$ cat src/serdes_word_pkg.sv
// Constants, register map and types for the gigabit serdes word path
package serdes_word_pkg;

    localparam int WORD_W = 10;
    localparam int ADDR_W = 12;
    localparam int DATA_W = 32;
    localparam int SYNC_W = 13;

    // Register byte addresses
    localparam logic [ADDR_W-1:0] REG_CTRL = 12'h000;
    localparam logic [ADDR_W-1:0] REG_STATUS = 12'h004;
    localparam logic [ADDR_W-1:0] REG_RX_WORD = 12'h008;
    localparam logic [ADDR_W-1:0] REG_TX_HOLD = 12'h00C;

    // Field positions
    localparam int CTRL_LOOPBACK_BIT = 0;
    localparam int CTRL_ALIGN_BIT = 1;
    localparam int ST_SIGNAL_BIT = 0;
    localparam int ST_COMMA_BIT = 1;
    localparam int ST_TX_READY_BIT = 2;
    localparam int ST_BYTE_CLK1_BIT = 3;

    // Values after reset and on loss of signal
    localparam logic CTRL_LOOPBACK_RST = 1'b0;
    localparam logic CTRL_ALIGN_RST = 1'b0;
    localparam logic [WORD_W-1:0] WORD_RST = 10'h000;
    localparam logic [WORD_W-1:0] WORD_ALL_ONES = 10'h3FF;

    // Comma prefix, earliest bit in bit 0: 0,0,1,1,1,1,1
    localparam logic [6:0] COMMA_PREFIX = 7'h7C;

    // Timing: the serial bit period is far below one system clock, so it floors to one cycle
    localparam int SYS_CLK_PS = 25000;
    localparam int BIT_TIME_PS = 800;
    localparam int BIT_CYCLES = (BIT_TIME_PS / SYS_CLK_PS) < 1 ? 1 : BIT_TIME_PS / SYS_CLK_PS;
    localparam int BIT_CNT_W = 8;
    localparam int LAST_BIT = WORD_W - 1;

    typedef enum logic [0:0] {
        SER_IDLE = 1'b0,
        SER_SHIFT = 1'b1
    } ser_state_e;

endpackage

$ cat src/word_buffer.sv
// Small valid/ready buffer for transmit words
`timescale 1ns/1ps
module word_buffer #(
    parameter int WIDTH = 10,
    parameter int DEPTH = 2
) (
    // Clock and reset
    input wire logic sys_clk,
    input wire logic rstn,
    // Fill side
    input wire logic in_valid,
    output logic in_ready,
    input wire logic [WIDTH-1:0] in_data,
    // Drain side
    output logic out_valid,
    input wire logic out_ready,
    output logic [WIDTH-1:0] out_data
);
    localparam int PTR_W = (DEPTH > 1) ? $clog2(DEPTH) : 1;
    localparam int CNT_W = $clog2(DEPTH + 1);

    if (DEPTH < 2 || (DEPTH & (DEPTH - 1)) != 0) begin : g_depth_check
        $error("word_buffer DEPTH must be a power of two, at least 2");
    end

    logic [WIDTH-1:0] mem_r [DEPTH];
    logic [PTR_W-1:0] wr_ptr_r;
    logic [PTR_W-1:0] rd_ptr_r;
    logic [CNT_W-1:0] count_r;
    logic push;
    logic pop;

    assign in_ready = (count_r != CNT_W'(DEPTH));
    assign out_valid = (count_r != '0);
    assign push = in_valid && in_ready;
    assign pop = out_valid && out_ready;

    always_ff @(posedge sys_clk) begin
        if (push) begin
            mem_r[wr_ptr_r] <= in_data;
        end
    end

    always_ff @(posedge sys_clk or negedge rstn) begin
        if (!rstn) begin
            wr_ptr_r <= '0;
            rd_ptr_r <= '0;
            count_r <= '0;
        end else begin
            if (push) begin
                wr_ptr_r <= wr_ptr_r + 1'b1;
            end
            if (pop) begin
                rd_ptr_r <= rd_ptr_r + 1'b1;
            end
            count_r <= count_r + CNT_W'(push) - CNT_W'(pop);
        end
    end

    // Registered head so the read data come straight from a flop
    always_ff @(posedge sys_clk or negedge rstn) begin
        if (!rstn) begin
            out_data <= '0;
        end else if (pop && count_r > CNT_W'(1)) begin
            out_data <= mem_r[rd_ptr_r + 1'b1];
        end else if (push && (count_r == '0 || (pop && count_r == CNT_W'(1)))) begin
            out_data <= in_data;
        end
    end

endmodule

$ cat src/serdes_word_path.sv
// Serdes word path: transmit capture and serializer, receive deserializer, comma alignment, APB registers
`timescale 1ns/1ps
module serdes_word_path #(
    parameter int BUF_DEPTH = 2
) (
    // Clock and reset
    input wire logic sys_clk,
    input wire logic rstn,
    // APB slave
    input wire logic [serdes_word_pkg::ADDR_W-1:0] paddr,
    input wire logic psel,
    input wire logic penable,
    input wire logic pwrite,
    input wire logic [serdes_word_pkg::DATA_W-1:0] pwdata,
    output logic [serdes_word_pkg::DATA_W-1:0] prdata,
    output logic pready,
    output logic pslverr,
    // Host transmit side
    input wire logic tx_ref_clk,
    input wire logic [serdes_word_pkg::WORD_W-1:0] tx_word,
    output logic tx_word_ready,
    // Serial line
    input wire logic line_rx_in,
    input wire logic line_level_ok,
    output logic line_tx_p,
    output logic line_tx_n,
    // Host receive side
    output logic [serdes_word_pkg::WORD_W-1:0] rx_word,
    output logic rx_byte_clk0,
    output logic rx_byte_clk1,
    output logic comma_found,
    output logic line_signal_present
);
    localparam int W = serdes_word_pkg::WORD_W;
    localparam int CW = serdes_word_pkg::BIT_CNT_W;

    if (BUF_DEPTH < 2) begin : g_buf_check
        $error("serdes_word_path BUF_DEPTH must be at least 2");
    end

    function automatic logic is_comma(input logic [W-1:0] w);
        return w[6:0] == serdes_word_pkg::COMMA_PREFIX;
    endfunction

    // Pin synchronisers: only the second stage is read by logic
    logic [serdes_word_pkg::SYNC_W-1:0] sync1_r;
    logic [serdes_word_pkg::SYNC_W-1:0] sync2_r;
    logic ref_s;
    logic [W-1:0] tx_word_s;
    logic rx_in_s;
    logic level_s;

    always_ff @(posedge sys_clk or negedge rstn) begin
        if (!rstn) begin
            sync1_r <= '0;
            sync2_r <= '0;
        end else begin
            sync1_r <= {line_level_ok, line_rx_in, tx_word, tx_ref_clk};
            sync2_r <= sync1_r;
        end
    end

    assign ref_s = sync2_r[0];
    assign tx_word_s = sync2_r[W:1];
    assign rx_in_s = sync2_r[W+1];
    assign level_s = sync2_r[W+2];

    // Control and status registers
    logic loopback_r;
    logic align_r;
    logic [serdes_word_pkg::DATA_W-1:0] prdata_r;

    // Reference clock edge and holding register
    logic ref_d_r;
    logic ref_rise;
    logic [W-1:0] hold_r;
    logic hold_valid_r;
    logic buf_in_ready;
    logic buf_out_valid;
    logic buf_out_ready;
    logic [W-1:0] buf_out_data;

    assign ref_rise = ref_s && !ref_d_r;

    always_ff @(posedge sys_clk or negedge rstn) begin
        if (!rstn) begin
            ref_d_r <= 1'b0;
        end else begin
            ref_d_r <= ref_s;
        end
    end

    // Words are taken as given: line coding belongs to the host
    always_ff @(posedge sys_clk or negedge rstn) begin
        if (!rstn) begin
            hold_r <= serdes_word_pkg::WORD_RST;
            hold_valid_r <= 1'b0;
        end else begin
            if (ref_rise) begin
                hold_r <= tx_word_s;
            end
            // Holding slot frees once the buffer takes it; a new edge refills it
            if (ref_rise) begin
                hold_valid_r <= 1'b1;
            end else if (buf_in_ready) begin
                hold_valid_r <= 1'b0;
            end
        end
    end

    // Host sees back-pressure: a full buffer means the next edge overwrites the slot
    assign tx_word_ready = buf_in_ready || !hold_valid_r;

    word_buffer #(
        .WIDTH(W),
        .DEPTH(BUF_DEPTH)
    ) u_tx_buffer (
        .sys_clk(sys_clk),
        .rstn(rstn),
        .in_valid(hold_valid_r),
        .in_ready(buf_in_ready),
        .in_data(hold_r),
        .out_valid(buf_out_valid),
        .out_ready(buf_out_ready),
        .out_data(buf_out_data)
    );

    // Bit period strobe shared by serializer and receiver
    logic [CW-1:0] bit_tmr_r;
    logic bit_stb;

    assign bit_stb = (bit_tmr_r == CW'(serdes_word_pkg::BIT_CYCLES - 1));

    always_ff @(posedge sys_clk or negedge rstn) begin
        if (!rstn) begin
            bit_tmr_r <= '0;
        end else if (bit_stb) begin
            bit_tmr_r <= '0;
        end else begin
            bit_tmr_r <= bit_tmr_r + 1'b1;
        end
    end

    // Serializer
    serdes_word_pkg::ser_state_e ser_state_r;
    logic [W-1:0] ser_sr_r;
    logic [CW-1:0] ser_cnt_r;
    logic ser_bit;
    logic ser_load;

    assign ser_load = bit_stb && buf_out_valid
        && (ser_state_r == serdes_word_pkg::SER_IDLE
            || ser_cnt_r == CW'(serdes_word_pkg::LAST_BIT));
    assign buf_out_ready = ser_load;
    // An empty buffer idles the line at zero between words
    assign ser_bit = (ser_state_r == serdes_word_pkg::SER_SHIFT) ? ser_sr_r[0] : 1'b0;

    always_ff @(posedge sys_clk or negedge rstn) begin
        if (!rstn) begin
            ser_state_r <= serdes_word_pkg::SER_IDLE;
            ser_sr_r <= serdes_word_pkg::WORD_RST;
            ser_cnt_r <= '0;
        end else if (bit_stb) begin
            unique case (ser_state_r)
                serdes_word_pkg::SER_IDLE: begin
                    if (buf_out_valid) begin
                        ser_state_r <= serdes_word_pkg::SER_SHIFT;
                        ser_sr_r <= buf_out_data;
                        ser_cnt_r <= '0;
                    end
                end
                serdes_word_pkg::SER_SHIFT: begin
                    if (ser_cnt_r == CW'(serdes_word_pkg::LAST_BIT)) begin
                        if (buf_out_valid) begin
                            ser_sr_r <= buf_out_data;
                            ser_cnt_r <= '0;
                        end else begin
                            ser_state_r <= serdes_word_pkg::SER_IDLE;
                        end
                    end else begin
                        ser_sr_r <= {1'b0, ser_sr_r[W-1:1]};
                        ser_cnt_r <= ser_cnt_r + 1'b1;
                    end
                end
            endcase
        end
    end

    // Line driver, registered so the pins never glitch
    always_ff @(posedge sys_clk or negedge rstn) begin
        if (!rstn) begin
            line_tx_p <= 1'b1;
            line_tx_n <= 1'b0;
        end else if (loopback_r) begin
            line_tx_p <= 1'b1;
            line_tx_n <= 1'b0;
        end else begin
            line_tx_p <= ser_bit;
            line_tx_n <= !ser_bit;
        end
    end

    // Receive source select
    logic rx_bit;

    assign rx_bit = loopback_r ? ser_bit : rx_in_s;

    // Deserializer and comma alignment
    logic [W-1:0] des_sr_r;
    logic [W-1:0] des_nxt;
    logic [CW-1:0] des_cnt_r;
    logic comma_hit;
    logic word_done;
    logic phase_r;

    assign des_nxt = {rx_bit, des_sr_r[W-1:1]};
    assign comma_hit = align_r && is_comma(des_nxt);
    assign word_done = (des_cnt_r == CW'(serdes_word_pkg::LAST_BIT)) || comma_hit;

    always_ff @(posedge sys_clk or negedge rstn) begin
        if (!rstn) begin
            des_sr_r <= serdes_word_pkg::WORD_RST;
            des_cnt_r <= '0;
        end else if (bit_stb) begin
            des_sr_r <= des_nxt;
            des_cnt_r <= word_done ? '0 : des_cnt_r + 1'b1;
        end
    end

    always_ff @(posedge sys_clk or negedge rstn) begin
        if (!rstn) begin
            line_signal_present <= 1'b0;
        end else begin
            line_signal_present <= level_s;
        end
    end

    // Word output; lost signal overrides data at once
    always_ff @(posedge sys_clk or negedge rstn) begin
        if (!rstn) begin
            rx_word <= serdes_word_pkg::WORD_RST;
        end else if (!level_s) begin
            rx_word <= serdes_word_pkg::WORD_ALL_ONES;
        end else if (bit_stb && word_done) begin
            rx_word <= des_nxt;
        end
    end

    always_ff @(posedge sys_clk or negedge rstn) begin
        if (!rstn) begin
            comma_found <= 1'b0;
        end else if (!align_r || !level_s) begin
            comma_found <= 1'b0;
        end else if (bit_stb && word_done) begin
            comma_found <= comma_hit;
        end
    end

    // Byte clocks: opposite phases, each rising once every two words, a comma toggles them like any other word
    always_ff @(posedge sys_clk or negedge rstn) begin
        if (!rstn) begin
            phase_r <= 1'b0;
        end else if (bit_stb && word_done && level_s) begin
            // A comma during a high phase drops low first so the next word edge still rises
            phase_r <= (comma_hit && !phase_r) ? 1'b1 : !phase_r;
        end
    end

    assign rx_byte_clk1 = phase_r;
    assign rx_byte_clk0 = !phase_r;

    // APB slave: zero wait states, read data captured in the setup cycle
    logic setup_ph;
    logic access_ph;
    logic mapped;

    assign setup_ph = psel && !penable;
    assign access_ph = psel && penable;
    assign mapped = (paddr == serdes_word_pkg::REG_CTRL) || (paddr == serdes_word_pkg::REG_STATUS)
        || (paddr == serdes_word_pkg::REG_RX_WORD) || (paddr == serdes_word_pkg::REG_TX_HOLD);
    assign pready = 1'b1;
    assign pslverr = access_ph && !mapped;
    assign prdata = prdata_r;

    always_ff @(posedge sys_clk or negedge rstn) begin
        if (!rstn) begin
            loopback_r <= serdes_word_pkg::CTRL_LOOPBACK_RST;
            align_r <= serdes_word_pkg::CTRL_ALIGN_RST;
        end else if (access_ph && pwrite && paddr == serdes_word_pkg::REG_CTRL) begin
            loopback_r <= pwdata[serdes_word_pkg::CTRL_LOOPBACK_BIT];
            align_r <= pwdata[serdes_word_pkg::CTRL_ALIGN_BIT];
        end
    end

    always_ff @(posedge sys_clk or negedge rstn) begin
        if (!rstn) begin
            prdata_r <= '0;
        end else if (setup_ph && !pwrite) begin
            prdata_r <= '0;
            unique case (paddr)
                serdes_word_pkg::REG_CTRL: begin
                    prdata_r[serdes_word_pkg::CTRL_LOOPBACK_BIT] <= loopback_r;
                    prdata_r[serdes_word_pkg::CTRL_ALIGN_BIT] <= align_r;
                end
                serdes_word_pkg::REG_STATUS: begin
                    prdata_r[serdes_word_pkg::ST_SIGNAL_BIT] <= line_signal_present;
                    prdata_r[serdes_word_pkg::ST_COMMA_BIT] <= comma_found;
                    prdata_r[serdes_word_pkg::ST_TX_READY_BIT] <= tx_word_ready;
                    prdata_r[serdes_word_pkg::ST_BYTE_CLK1_BIT] <= phase_r;
                end
                serdes_word_pkg::REG_RX_WORD: begin
                    prdata_r[W-1:0] <= rx_word;
                end
                serdes_word_pkg::REG_TX_HOLD: begin
                    prdata_r[W-1:0] <= hold_r;
                end
                default: begin
                    prdata_r <= '0;
                end
            endcase
        end
    end

endmodule

$ cat config.mk
export PLATFORM = sky130hd
export DESIGN_NAME = serdes_word_path
export DESIGN_NICKNAME = d
export VERILOG_FILES = /design/src/serdes_word_pkg.sv /design/src/word_buffer.sv /design/src/serdes_word_path.sv
export SDC_FILE = /design/constraint.sdc
export NUM_CORES = 1
export LEC_CHECK = 0
export ABC_AREA = 1
export BUFFER_PORTS_ARGS = -buffer_cell sky130_fd_sc_hd__buf_4
export CORE_AREA = 5 5 137 204
export DETAILED_ROUTE_END_ITERATION = 10
export DIE_AREA = 0 0 142 209
export PLACE_DENSITY_LB_ADDON = 0.08
export SYNTH_ARGS = -nofsm -noshare
export SYNTH_HDL_FRONTEND = slang
export SYNTH_SLANG_ARGS = --single-unit
$ cat constraint.sdc
create_clock -name sys_clk -period 2.24 [get_ports sys_clk]
set_input_delay 0.448 -clock sys_clk [delete_from_list [all_inputs] [get_ports sys_clk]]
set_output_delay 0.448 -clock sys_clk [all_outputs]
set_load 0.01 [all_outputs]
# Yosys cells after proc, flatten, opt, wreduce, memory -nomap -nowiden
# Memories as Yosys holds them, arrays and structs flattened.
# Cells that the tools add are included.
dict set report word_totals {
  reg_bits 124
  latchBits 0
  ram_bits 20
  romBits 0
  inputBits 62
  out_inout_bits 51
  wordCells 114
  n_memories 1
}
dict set report op_classes {
  n_addsub 7
  multipliers 0
  n_div 0
  order_cmp 1
  n_eq_ne 9
  n_shift 0
  n_mux 29
  n_bitwise 1
  reduce_logical 42
}
# memory words word_bits rd rd_clocked_by_memory_dff wr line_no
set mem_list {}
lappend mem_list {u_tx_buffer.mem_r 2 10 1 0 1 word_buffer.sv:26} ;# logic [WIDTH-1:0] mem_r [DEPTH];
# op n
set op_table {}
lappend op_table {{$mux W10} 6}
lappend op_table {{$mux W8} 4}
lappend op_table {{$add A8 B1 Y8 const B} 3}
lappend op_table {{$eq A12 B4 Y1 const B} 2}
lappend op_table {{$pmux W10 S2} 1}
lappend op_table {{$logic_and A1 B1 Y1} 18}
lappend op_table {{$eq A8 B4 Y1 const B} 2}
lappend op_table {{$pmux W8 S2} 1}
lappend op_table {{$mux W1} 13}
lappend op_table {{$eq A12 B3 Y1 const B} 1}
lappend op_table {{$logic_not A12 Y1} 1}
lappend op_table {{$pmux W6 S2} 1}
lappend op_table {{$logic_not A1 Y1} 9}
lappend op_table {{$logic_not A8 Y1} 1}
lappend op_table {{$logic_or A1 B1 Y1} 8}
lappend op_table {{$pmux W2 S4} 1}
lappend op_table {{$reduce_bool A2 Y1} 4}
lappend op_table {{$eq A7 B7 Y1 const B} 1}
lappend op_table {{$pmux W2 S3} 1}
lappend op_table {{$add A1 B1 Y1 const B} 2}
lappend op_table {{$add A2 B1 Y2} 1}
lappend op_table {{$eq A2 B1 Y1 const B} 1}
lappend op_table {{$gt A2 B1 Y1 const B} 1}
lappend op_table {{$logic_not A2 Y1} 1}
lappend op_table {{other kinds (5)} 5}

# Logic depth before layout (Yosys ltp)
dict set report logic_depth {
  ltp_word 9
  ltp_mapped 10
  depth_no_buf 10
}

# Hierarchy
# A second synthesis with hierarchy kept.
dict set report hier_totals {
  cells_unflattened 744
  hier_area_um2 6651.4
}
# mod n_inst cells_per_inst area_each_um2
set by_module_without_submodules {}
lappend by_module_without_submodules {serdes_word_path 1 571 5061.1}
lappend by_module_without_submodules {word_buffer 1 173 1590.3}

# Worst setup path before layout
# No wires, ideal clock.
dict set report synth_timing {
  path_type {reg2reg}
  from {reg bit_tmr_r[0]}
  to {reg u_tx_buffer.count_r[0]}
  arrival_ns 1.639
  required_ns 2.114
  path_slack_ns 0.475
  stages_incl_launch_ff 10
  path_buffers 0
  cell_sequence {dfrtp_1 > inv_1 > ha_1 > nand2_1 > nor2_2 > nand2_2 > nor2_4 > ha_1 > inv_1 > ha_1}
}
dict set report synth_via {
  elab_chain_len 5
}
# element line_no
set synth_lines {}
lappend synth_lines {{from (decl)} serdes_word_path.sv:129} ;# logic [CW-1:0] bit_tmr_r;
lappend synth_lines {{from (signal assigned)} serdes_word_path.sv:140} ;# bit_tmr_r <= bit_tmr_r + 1'b1;
lappend synth_lines {{$logic_not A8 Y1} serdes_word_path.sv:132} ;# assign bit_stb = (bit_tmr_r == CW'(serdes_word_pkg::BIT_CYCLES - 1));
lappend synth_lines {{$logic_and A1 B1 Y1} serdes_word_path.sv:151} ;# assign ser_load = bit_stb && buf_out_valid
lappend synth_lines {{$logic_and A1 B1 Y1} serdes_word_path.sv:152} ;# && (ser_state_r == serdes_word_pkg::SER_IDLE
lappend synth_lines {{$logic_and A1 B1 Y1} word_buffer.sv:36} ;# assign pop = out_valid && out_ready;
lappend synth_lines {{named net u_tx_buffer.pop} word_buffer.sv:31} ;# logic pop;
lappend synth_lines {{$sub A2 B1 Y2} word_buffer.sv:56} ;# count_r <= count_r + CNT_W'(push) - CNT_W'(pop);
lappend synth_lines {{to (signal assigned)} word_buffer.sv:56}
lappend synth_lines {{to (decl)} word_buffer.sv:29} ;# logic [CNT_W-1:0] count_r;
# The timed path passes the listed nets, and every way through them passes these cells.
# A chain may end at the register's enable or synchronous reset.

# Final worst setup path
dict set report layout_timing {
  from {reg u_tx_buffer.count_r[1]}
  to {out tx_word_ready}
}
dict set report layout_via {
  elab_chain_len 2
}
# element line_no
set layout_lines {}
lappend layout_lines {{$ne A2 B2 Y1} word_buffer.sv:33} ;# assign in_ready = (count_r != CNT_W'(DEPTH));
lappend layout_lines {{$logic_or A1 B1 Y1} serdes_word_path.sv:112} ;# assign tx_word_ready = buf_in_ready || !hold_valid_r;
lappend layout_lines {{to (decl)} serdes_word_path.sv:21} ;# output logic tx_word_ready,
# Every way passes these cells.

==> impl_results.md <==
- Multi-input gate area: 2243 um^2
- Most frequent cells in the layout: 174 x nand2_1, 122 x dfrtp_1, 76 x buf_4, 71 x inv_1, 56 x nand3_1
- Routed WL: 15.50 mm
- H-tree Lvls: 4
- Clk_skew: 0.009328 ns
- Tot GR Track Use: 0.1099
- Status: completed
- Crit Path Class: flop to output port
- Fill cell instance count of the final layout: 2804
- Syn_area_per_cell: 9.346 um^2
- Postcts setup bufs: 0
- RSZ-0062 raised after global routing: false
- Critical path fanouts, max: 15
- Critical-path cell list: buf_4, nand3_1, buf_4
- Max-Cap Viols: 0
- Global route overflow: 0
- Setup TNS: 0 ns
- Sequential cell area fraction in the yosys report: 0.5764
- Initial drt markers: 238
- # port buffers: 59
- Via count: 4683
- FF+latch area: 3680 um^2
- Critical Path Sink Type: output port
- Die height: 209 um
- Metal2 WL: 8.129 mm
- Maximum clock frequency: 505.6 MHz
- Post-synthesis xor/xnor area fraction: 0.009604
- CP Data Required Time: 1.79 ns
- Antenna-violating nets left: 0
- Row cnt: 73
- Fin crit period: 1.978 ns
- Synth Cell Area: 6384 um^2
- Post-synthesis mux area share: 0.01921
- Post-synthesis compound-gate area fraction: 0.06801
- Synth top area cells: dfrtp_1 48%, nand2_1 10%, edfxtp_1 9.4%, nand3_1 4.4%, inv_1 4.2%
- CP most frequent cell: buf_4
- 1st-pass router iterations: 4
- Met1 WL: 6.373 mm
- TritonCTS clock tree: yes
- Worst-Skew Late Latency: 0.43 ns
- Vias per inst: 4.219
- Syn. warnings: 0
- Area share of the largest cell type after synthesis: 0.4782
- Main synth FF type: dfrtp_1
- Clk pin slew, worst setup/hold paths: 0.07 ns
- Reg-to-reg slack, setup: 0.27 ns
- Pin count of the biggest net entering global routing: 42
- Nets: 830
- Highest metal used: met4
- Area share of and/or/nand/nor cells after synthesis: 0.2250
- Slew headroom: 0.6095
- Final hold viol count: 0
- Commonest non-fill, non-tap cell in the layout: nand2_1
- First-pass GRT wire length: 25.62 mm
- Number of synthesized flops with an enable pin: 20
- Routed length on met3: 723 um
- Worst slew pin tran: 0.5858 ns
- Routed len/inst: 13.97 um
- Post-DP HPWL: 11.55 mm
- Critical Path Max Stage Delay: 0.44 ns
- HP Class: input port to flop
- Routability congestion estimate: 0.7666
- Main combinational cell family by area after synthesis: simple AND/OR/NAND/NOR gates
- Cell area after layout: 7807 um^2
- Cells after synthesis: 683
- Fin crit share: 0.8830
- Setup Viol. Count Final: 0
- Adder-cell share of the synthesized area: 0.01568
- Worst EP arrival: 1.53 ns
- Drt drc: 0
- ANT cells: 0
- Post-synth top area cell: dfrtp_1
- Root Driver: clkbuf_16
- Area after DPL: 7229 um^2
- Flops & latches, synth: 143
- P&R area growth vs syn: 22.31%
- Pleak: 3.802 nW
- Initial Util: 0.2444
- Library cells used by synthesis: 43
- Share of layout cells above drive strength 1: 0.1876
- Initial antenna violation count: 0
- PwrDens: 1039 nW/um^2
- Slowest CP cell: dfrtp_1
- CP Launch Type: flop
- Ports: 113
- Bufs on Longest Clock Path: 2
- Die area: 29680 um^2
- Vias in the first global route: 4916
- TritonCTS Sinks: 143
- Number of buffers created by CTS: 17
- Max IR drop VDD: 0.4819 mV
- Total core area: 26120 um^2
- Asr flop ratio synth: 0.8601
- Die width: 142 um
- Slew Viols, Final: 0
-- synth_stat cells, types with 2 or more instances --
master	number
nand4_1	17
nor3_1	8
a21oi_1	18
buf_2	7
o22ai_1	4
o21ai_0	31
inv_1	71
nand2_2	6
nand2_1	174
o21ai_1	12
nand3_1	56
mux2_2	10
conb_1	2
nor2_1	44
nand3_2	2
nor2_4	3
dfrtp_1	122
edfxtp_1	20
clkbuf_1	8
xor2_1	5
a31oi_1	6
ha_1	8
buf_4	25
xnor2_1	2
nor3_2	3
inv_2	2
-- sequential cells by signal, indices dropped and copies added, names as in the netlist, 10 cells and up --
signal / cells
hold_r: 10
prdata: 10
rx_word: 10
ser_sr_r: 10
sync1_r: 13
sync2_r: 13
u_tx_buffer.mem_r: 20
u_tx_buffer.out_data: 10
-- layout make-up --
cell class	instances	area share
clock buffer	17	0.05449
sequential	143	0.4713
inverter	73	0.03510
clock inverter	15	0.01827
tap	337	0.05401
timing repair buffer	79	0.07949
multi-input combinational	446	0.2873
-- path summary, 6_finish.rpt --
path,from,cells past startpoint,end
max,u_tx_buffer.count_r[1],3,tx_word_ready
max in group asynchronous,rstn,3,bit_tmr_r[4]
max reg2reg,bit_tmr_r[0],9,rx_word[3]
min reg2reg,sync1_r[1],0,sync2_r[1]
min in group asynchronous,rstn,2,ser_sr_r[5]
min,tx_word[4],1,sync1_r[5]
-- per-stage QoR --
step	hold WS, ns	util	setup slack (ns)	total power [mW]	std cells
floorplan	0.1524	-	0.4747	4.835	704
global placement	0.3318	0.2768	0.2714	5.465	1077
detailed placement	0.3358	0.2768	0.2367	5.496	1077
CTS	0.09724	0.2989	0.2082	8.300	1110
global route	0.08971	0.2989	0.05127	8.715	1110
finish	0.1223	0.2989	0.2621	8.115	1110
-- what timing repair did --
item / CTS / global route
hold buffers: 1 / 0
resized for setup: 0 / 0
hold endpoints to repair: 21 / 0
-- logic make-up after synthesis --
family,count (synthesis)
AOI/OAI and AO/OA,77
other,2
buffers and inverters,115
DFF,143
muxes,11
and+or+nand+nor,320
adders and majority gates,8
xor gates and xnor gates,7
-- power breakdown --
group	internal [mW]	switching [mW]	total [mW]
clock network	1.48	1.25	2.73
registers	3.15	0.411	3.56
logic	0.724	1.10	1.82
-- layer usage --
metal	global-route usage	vias to the layer above
li1	-	2330
met1	0.1254	2228
met2	0.1943	108
met3	0.02976	17
met4	0.04007	0
met5	0	-
-- critical path: cells and delay by family (launching register included) --
family	cells	cell delay (ns)
buffers and inverters	2	0.46
DFF	1	0.44
and+or+nand+nor	1	0.21
Note: power is estimated with default switching activity, not from simulation.
